--- src/design/ingress_rate_regs.svh ---
// Offsets, field positions, reset values and byte counts of the ingress rate bank
`ifndef INGRESS_RATE_REGS_SVH
`define INGRESS_RATE_REGS_SVH

`define PORT1_PRIO1_INGRESS_RATE 8'hC8
`define PORT1_PRIO2_INGRESS_RATE 8'hC9
`define PORT1_PRIO3_INGRESS_RATE 8'hCA
`define PORT2_PRIO1_INGRESS_RATE 8'hD8
`define PORT2_PRIO2_INGRESS_RATE 8'hD9
`define PORT2_PRIO3_INGRESS_RATE 8'hDA
`define PORT3_PRIO1_INGRESS_RATE 8'hE8
`define PORT3_PRIO2_INGRESS_RATE 8'hE9
`define PORT3_PRIO3_INGRESS_RATE 8'hEA
`define PORT4_PRIO1_INGRESS_RATE 8'hF8
`define PORT4_PRIO2_INGRESS_RATE 8'hF9
`define PORT4_PRIO3_INGRESS_RATE 8'hFA

`define RATE_PORT_STRIDE 8'h10
`define RATE_CODE_MSB 6
`define RATE_CODE_RESET 7'h00
`define RATE_RSVD_BIT 7
`define UNMAPPED_READ 8'h00

`define MODE_ALL 2'h0
`define MODE_BC_MC_FLOOD 2'h1
`define MODE_BC_MC 2'h2
`define MODE_BC_ONLY 2'h3

`define GAP_BYTES 12'h00C
`define PREAMBLE_BYTES 12'h008

`endif

--- src/design/ingress_rate_pkg.sv ---
// Types shared by the ingress rate register bank and its frame charge unit
package ingress_rate_pkg;
  typedef logic [6:0] rate_code_t;
  typedef logic [1:0] limit_mode_t;
  typedef logic [10:0] frame_len_t;
  typedef logic [11:0] charge_bytes_t;
endpackage

--- src/design/charge_if.sv ---
// Frame charge request and result between the register bank and the charge unit
interface charge_if;
  logic req_valid;
  ingress_rate_pkg::frame_len_t req_len;
  logic req_bcast;
  logic req_mcast;
  logic req_flood;
  logic req_own;
  ingress_rate_pkg::rate_code_t req_code;
  ingress_rate_pkg::limit_mode_t limit_mode;
  logic gap_bytes_accounted;
  logic preamble_accounted;
  logic res_valid;
  ingress_rate_pkg::charge_bytes_t res_bytes;
  logic res_limited;
  ingress_rate_pkg::rate_code_t res_code;

  modport bank (
    output req_valid, req_len, req_bcast, req_mcast, req_flood, req_own, req_code,
    output limit_mode, gap_bytes_accounted, preamble_accounted,
    input res_valid, res_bytes, res_limited, res_code
  );
  modport unit (
    input req_valid, req_len, req_bcast, req_mcast, req_flood, req_own, req_code,
    input limit_mode, gap_bytes_accounted, preamble_accounted,
    output res_valid, res_bytes, res_limited, res_code
  );
endinterface

--- src/design/frame_charge.sv ---
// Per-frame byte charge and limit decision for the ingress rate limiter
`include "ingress_rate_regs.svh"

module frame_charge (
  input wire logic i_clk,
  input wire logic i_rst_b,
  charge_if.unit chg
);

  // ****************************************
  // Frame class filter and byte charge
  // ****************************************
  logic class_match;
  ingress_rate_pkg::charge_bytes_t gap_add;
  ingress_rate_pkg::charge_bytes_t pre_add;
  ingress_rate_pkg::charge_bytes_t next_bytes;

  assign class_match = (chg.limit_mode == `MODE_ALL) ? 1'b1 :
                       (chg.limit_mode == `MODE_BC_MC_FLOOD) ? (chg.req_bcast | chg.req_mcast | chg.req_flood) :
                       (chg.limit_mode == `MODE_BC_MC) ? (chg.req_bcast | chg.req_mcast) :
                       chg.req_bcast;
  assign gap_add = chg.gap_bytes_accounted ? `GAP_BYTES : 12'h000;
  assign pre_add = chg.preamble_accounted ? `PREAMBLE_BYTES : 12'h000;
  assign next_bytes = {1'b0, chg.req_len} + gap_add + pre_add;

  always_ff @(posedge i_clk) begin
    if (!i_rst_b) begin
      chg.res_valid <= 1'b0;
      chg.res_bytes <= 12'h000;
      chg.res_limited <= 1'b0;
      chg.res_code <= `RATE_CODE_RESET;
    end else begin
      chg.res_valid <= chg.req_valid;
      if (chg.req_valid) begin
        chg.res_bytes <= next_bytes;
        chg.res_limited <= class_match & chg.req_own;
        chg.res_code <= chg.req_code;
      end
    end
  end

endmodule

--- src/design/ingress_rate_bank.sv ---
// Ingress rate code registers for priorities 1 to 3 on four ports
`include "ingress_rate_regs.svh"

module ingress_rate_bank (
  input wire logic i_clk,
  input wire logic i_rst_b,
  input wire logic [7:0] i_reg_addr,
  input wire logic i_reg_wr,
  input wire logic [7:0] i_reg_wdata,
  input wire logic i_reg_rd,
  output logic o_reg_rvalid,
  output logic [7:0] o_reg_rdata,
  input wire logic [1:0] i_limit_mode,
  input wire logic i_gap_bytes_accounted,
  input wire logic i_preamble_accounted,
  input wire logic i_frm_valid,
  input wire logic [1:0] i_frm_port,
  input wire logic [1:0] i_frm_prio,
  input wire logic [10:0] i_frm_len,
  input wire logic i_frm_bcast,
  input wire logic i_frm_mcast,
  input wire logic i_frm_flood,
  output logic [3:0][2:0][6:0] o_rate_code,
  output logic o_chg_valid,
  output logic [11:0] o_chg_bytes,
  output logic o_chg_limited,
  output logic [6:0] o_chg_code
);

  // ****************************************
  // Address decode
  // ****************************************
  // Port n block starts at 0xC8 + n * 0x10; high nibble C..F picks the port.
  logic [7:0] addr_rel;
  logic [1:0] dec_port;
  logic [3:0] dec_slot;
  logic dec_hit;
  logic [1:0] dec_prio;

  assign addr_rel = i_reg_addr - `PORT1_PRIO1_INGRESS_RATE;
  assign dec_port = addr_rel[5:4];
  assign dec_slot = addr_rel[3:0];
  assign dec_hit = (i_reg_addr >= `PORT1_PRIO1_INGRESS_RATE) && (dec_slot < 4'h3);
  assign dec_prio = dec_slot[1:0];

  // ****************************************
  // Rate code storage
  // ****************************************
  ingress_rate_pkg::rate_code_t code [4][3];

  for (genvar p = 0; p < 4; p++) begin : g_port
    for (genvar q = 0; q < 3; q++) begin : g_prio
      logic wr_sel;
      assign wr_sel = i_reg_wr && dec_hit && (dec_port == 2'(p)) && (dec_prio == 2'(q));
      always_ff @(posedge i_clk) begin
        if (!i_rst_b) begin
          code[p][q] <= `RATE_CODE_RESET;
        end else if (wr_sel) begin
          // Bit 7 is dropped so the reserved bit can never be set
          code[p][q] <= i_reg_wdata[`RATE_CODE_MSB:0];
        end
      end
      assign o_rate_code[p][q] = code[p][q];
    end
  end

  // ****************************************
  // Register read
  // ****************************************
  logic [7:0] rd_value;

  assign rd_value = dec_hit ? {1'b0, code[dec_port][dec_prio]} : `UNMAPPED_READ;

  always_ff @(posedge i_clk) begin
    if (!i_rst_b) begin
      o_reg_rvalid <= 1'b0;
      o_reg_rdata <= 8'h00;
    end else begin
      o_reg_rvalid <= i_reg_rd;
      if (i_reg_rd) begin
        o_reg_rdata <= rd_value;
      end
    end
  end

  // ****************************************
  // Frame charge path
  // ****************************************
  // Priority 0 codes live elsewhere, so such frames pass through unlimited here.
  charge_if chg ();
  logic frm_own;
  logic [1:0] frm_idx;

  assign frm_own = (i_frm_prio != 2'h0);
  assign frm_idx = frm_own ? (i_frm_prio - 2'h1) : 2'h0;

  assign chg.req_valid = i_frm_valid;
  assign chg.req_len = i_frm_len;
  assign chg.req_bcast = i_frm_bcast;
  assign chg.req_mcast = i_frm_mcast;
  assign chg.req_flood = i_frm_flood;
  assign chg.req_own = frm_own;
  assign chg.req_code = frm_own ? code[i_frm_port][frm_idx] : `RATE_CODE_RESET;
  assign chg.limit_mode = i_limit_mode;
  assign chg.gap_bytes_accounted = i_gap_bytes_accounted;
  assign chg.preamble_accounted = i_preamble_accounted;

  frame_charge frame_charge_inst (
    .i_clk(i_clk),
    .i_rst_b(i_rst_b),
    .chg(chg.unit)
  );

  assign o_chg_valid = chg.res_valid;
  assign o_chg_bytes = chg.res_bytes;
  assign o_chg_limited = chg.res_limited;
  assign o_chg_code = chg.res_code;

endmodule

--- config.mk ---
export PLATFORM = sky130hd
export DESIGN_NAME = ingress_rate_bank
export DESIGN_NICKNAME = d
export VERILOG_FILES = /design/src/design/ingress_rate_pkg.sv /design/src/design/charge_if.sv /design/src/design/frame_charge.sv /design/src/design/ingress_rate_bank.sv
export VERILOG_INCLUDE_DIRS = /design/src /design/src/design
export SDC_FILE = /design/constraint.sdc
export NUM_CORES = 1
export LEC_CHECK = 0
export ABC_AREA = 1
export BUFFER_PORTS_ARGS = -buffer_cell sky130_fd_sc_hd__buf_2
export CAP_MARGIN = 20
export CORE_ASPECT_RATIO = 0.5
export CORE_MARGIN = 4
export CORE_UTILIZATION = 30
export CTS_BUF_LIST = sky130_fd_sc_hd__clkbuf_16
export DETAILED_ROUTE_END_ITERATION = 16
export PLACE_DENSITY = 0.55
export SYNTH_ARGS = -nofsm -noshare
export SYNTH_HDL_FRONTEND = slang
export SYNTH_SLANG_ARGS = --single-unit
--- constraint.sdc ---
create_clock -name i_clk -period 3 [get_ports i_clk]
set_input_delay 0.6 -clock i_clk [delete_from_list [all_inputs] [get_ports i_clk]]
set_output_delay 0.6 -clock i_clk [all_outputs]
set_load 0.02 [all_outputs]
==> impl_summary.log <==
INFO  metric status = completed
INFO  metric worst_clock_skew = 0.00954 ns
INFO  metric path_class = in -> reg
INFO  metric async_reset_ff_share = 0%
INFO  metric drt-vias-per-instance = ~4.9
INFO  metric cts.reportedPaths.clkPinSlew = ~0.050 ns
INFO  metric globalRouteTotalUtil = 19.2%
INFO  metric design.portCount = roughly 160
INFO  metric vias = 6,013
INFO  metric ys.flop_type = sky130_fd_sc_hd__edfxtp_1
INFO  metric number_of_antenna_violations_at_the_first_check_in_global_routing = 0
INFO  metric routedWlPerCell = 18.6 um
INFO  metric drt_pass1_iterations = 6
INFO  metric hold_depth = 3
INFO  metric timing.reg2reg.worst_path_depth = 5
INFO  metric synth_largest_type_area_fraction = between 40% and 50%
INFO  metric critical_path_cell_by_cell = buf_2 > inv_1 > ha_1 > buf_4 > buf_4 > o21ai_0 > nor2_1 > nor2_1 > nor2_1 > nand3_1 > a21oi_1
INFO  metric hpwl = 16,900 um
INFO  metric synth_top_cells_by_area = sky130_fd_sc_hd__edfxtp_1, sky130_fd_sc_hd__nand2_1, sky130_fd_sc_hd__nor2_1
INFO  metric total_of_max_cap_violations = 0
INFO  metric crit_path_max_fanout = 34
INFO  metric buffer_ports.inserted = about 150
INFO  metric power_leakage = 3.62 nW
INFO  metric power.density_cell_area = slightly below 600 nW/um^2
INFO  metric post-synth-top-area-cell = sky130_fd_sc_hd__edfxtp_1
INFO  metric coreArea = 19,900 um^2
INFO  metric drtAntennaViolNets = 0
INFO  metric die_h = 110 um
INFO  metric globalRoute.totalOverflow = 0
INFO  metric cts_resized = 0
INFO  metric setup-violations-final = 0
INFO  metric gp_congestion = between 0.9 and 1
INFO  metric fp.dieW = 211 um
INFO  metric synth_seq_cells = roughly 110
INFO  metric cts_setup_buffers = 0
INFO  metric cts-root-to-sink-buffers = 2
INFO  metric timing.critical_path.arrival = roughly 2.6 ns
INFO  metric cp.required = ~3.3 ns
INFO  metric root_buffer = sky130_fd_sc_hd__clkbuf_16
INFO  metric synth_cell_types = 35
INFO  metric finalHoldViolations = 0
INFO  metric finalNetCount = 987
INFO  metric worstSetupStartpointType = input pin
INFO  metric critical_path.most_common_cell = sky130_fd_sc_hd__nor2_1
INFO  metric fin_tns_setup = 0 ns
INFO  metric synth_cells = 791
INFO  metric number_of_flops_mapped_to_enable_cells_by_yosys = 84
INFO  metric fin_cells = 1,217
INFO  metric maximum_number_of_pins_on_one_net_before_global_route_repair = 47
INFO  metric ys_seq_area_share = between 50 and 60%
INFO  metric initial_utilization = 31.2%
INFO  metric ctsHoldBuffers = 0
INFO  metric maximum_clock_frequency = around 450 MHz
INFO  metric clkSinkCount = ~110
INFO  metric floorplan.rows = 36
INFO  metric finalCoreUtilization = between 30% and 40%
INFO  metric area.growth.synth_to_final = 25.7%
INFO  metric cts_tree = built
INFO  metric crit_path_max_incr_delay = 0.39 ns
INFO  metric yosys_warnings = 0
INFO  metric htreeDepth = 4
INFO  metric drcViolationCount = 0
INFO  metric grt_first_pass_wirelength = ~33,000 um
INFO  metric crit_path_end_kind = register
INFO  metric floorplan.die_area = 23,200 um^2
INFO  metric synthesized_netlist_net_count = 840
INFO  metric drt-total-wl = 22,600 um
INFO  metric place_inst = 1,185
INFO  metric relSlewSlack = 49.7%
INFO  metric min_path_type = in -> reg
INFO  metric final_number_of_max_transition_violations = 0
INFO  metric drt-initial-drc-count = 789
INFO  metric worst_path_max_delay_cell = sky130_fd_sc_hd__buf_4
INFO  metric n_antenna_cell = 0
INFO  metric post-route-period-util = 74.3%
INFO  metric tightestPinTransition = 0.754 ns
INFO  metric period_minus_slack = 2.23 ns
INFO  metric fill_cells = approximately 2k
INFO  metric cts_buf_count = 17
INFO  metric irDropWorstVdd = 0.000323 V
INFO  metric postSynthAreaPerCell = 7.83 um^2
INFO  metric syn_area = 6200 um^2
INFO  metric final_layout_size_suffix_gt1_share = 24.2%
INFO  metric grt_pass1_vias = roughly 5.3k
INFO  metric clk_lat_worst_skew = 0.42 ns
INFO  metric rsz0062_at_grt = false
metrics by stage:
| step | hold slack, ns | power (W) | cell area (um^2) | setup slack (ns) |
|---|---|---|---|---|
| floorplan | 0.542 | 0.00228 | 6200 | 0.590 |
| global placement | 0.454 | 0.00255 | 7200 | 0.436 |
| detailed placement | 0.459 | 0.00255 | 7200 | 0.436 |
| CTS | 0.365 | 0.00453 | 7790 | 0.870 |
| global route | 0.403 | 0.00469 | 7790 | 0.657 |
| finish | 0.378 | 0.00452 | 7790 | 0.772 |
power by group:
group | internal (W) | switching (W)
sequential | 0.00176 | 0.0000856
clock | 0.00123 | 0.000760
combinational | 0.000198 | 0.000484
total | 0.00319 | 0.00133
Yosys cell counts (3+ instances only):
cell	count
sky130_fd_sc_hd__edfxtp_1	84
sky130_fd_sc_hd__nand2_1	234
sky130_fd_sc_hd__nor2_1	155
sky130_fd_sc_hd__o21ai_0	74
sky130_fd_sc_hd__clkbuf_1	16
sky130_fd_sc_hd__ha_1	4
sky130_fd_sc_hd__buf_4	5
sky130_fd_sc_hd__o22ai_1	15
sky130_fd_sc_hd__buf_6	3
sky130_fd_sc_hd__nand3_4	6
sky130_fd_sc_hd__or2_2	5
sky130_fd_sc_hd__dfxtp_1	29
sky130_fd_sc_hd__inv_1	52
sky130_fd_sc_hd__nand3_1	38
sky130_fd_sc_hd__a21oi_1	23
sky130_fd_sc_hd__inv_2	4
sky130_fd_sc_hd__nand3_2	3
sky130_fd_sc_hd__buf_1	3
sky130_fd_sc_hd__buf_2	13
sky130_fd_sc_hd__nor2_2	4
state kept, by name (all words and copies together), names as in the netlist:
register / flops
frame_charge_inst.chg.res_limited: 1
code: 84
frame_charge_inst.chg.res_valid: 1
o_reg_rdata: 7
frame_charge_inst.chg.res_bytes: 12
frame_charge_inst.chg.res_code: 7
o_reg_rvalid: 1
final cells by class:
class | instances | area, um^2 | area share, %
Sequential cell | 113 | 3100 | 39.9
Multi-Input combinational cell | 579 | 2660 | 34.2
Timing Repair Buffer | 169 | 883 | 11.3
Clock buffer | 17 | 425 | 5.46
Tap cell | 266 | 333 | 4.27
Inverter | 58 | 218 | 2.80
Clock inverter | 15 | 161 | 2.07
critical path, delay by kind of cell:
| kind | cells | cell delay, ns |
|---|---|---|
| buffers and inverters | 4 | 0.81 |
| AO/OA/AOI/OAI | 2 | 0.28 |
| adder cells (fa/ha/maj) | 1 | 0.37 |
| AND/OR/NAND/NOR | 4 | 0.49 |
per-layer routing:
| metal | GRT usage [%] | vias to the layer above | wire [um] |
|---|---|---|---|
| li1 | - | 2871 | - |
| met1 | 28.4 | 2839 | 10600 |
| met2 | 27.8 | 282 | 9600 |
| met3 | 4.19 | 21 | 2010 |
| met4 | 6.33 | 0 | 366 |
| met5 | 0 | - | 0 |
worst paths after layout:
check,start,endpoint,slack [ns]
worst max register to register,code[0][15]$_SDFFCE_PN0P_,o_reg_rdata[1]$_SDFFE_PN0P_,1.60
worst min register to register,frame_charge_inst.chg.res_code[0]$_SDFFE_PN0P_,frame_charge_inst.chg.res_code[0]$_SDFFE_PN0P_,0.47
worst min-delay path,i_frm_len[0],frame_charge_inst.chg.res_bytes[0]$_SDFFE_PN0P_,0.38
worst max-delay path,i_reg_addr[3],o_reg_rdata[1]$_SDFFE_PN0P_,0.77
placed cells by master, fill, tap and decap left out, types with 4 or more instances in the layout:
master / instances
sky130_fd_sc_hd__nand3_1: 38
sky130_fd_sc_hd__nor2_1: 155
sky130_fd_sc_hd__o22ai_1: 15
sky130_fd_sc_hd__o21ai_0: 74
sky130_fd_sc_hd__buf_2: 154
sky130_fd_sc_hd__ha_1: 4
sky130_fd_sc_hd__dfxtp_1: 29
sky130_fd_sc_hd__nand2_1: 234
sky130_fd_sc_hd__buf_4: 15
sky130_fd_sc_hd__nor2_2: 4
sky130_fd_sc_hd__inv_2: 4
sky130_fd_sc_hd__nand3_4: 6
sky130_fd_sc_hd__a21oi_1: 23
sky130_fd_sc_hd__inv_1: 52
sky130_fd_sc_hd__clkbuf_16: 17
sky130_fd_sc_hd__clkinv_4: 7
sky130_fd_sc_hd__edfxtp_1: 84
sky130_fd_sc_hd__or2_2: 5
kinds of logic after synthesis:
| family | after synthesis | share of synthesized area [%] |
|---|---|---|
| xor gates and xnor gates | 1 | 0.141 |
| other | 1 | 0.0605 |
| adders and majority gates | 6 | 1.45 |
| AOI/OAI and AO/OA | 117 | 9.94 |
| DFF | 113 | 50.1 |
| and+or+nand+nor | 454 | 31.4 |
| buffers and inverters | 99 | 6.95 |
(Power assumes the default switching activity.)
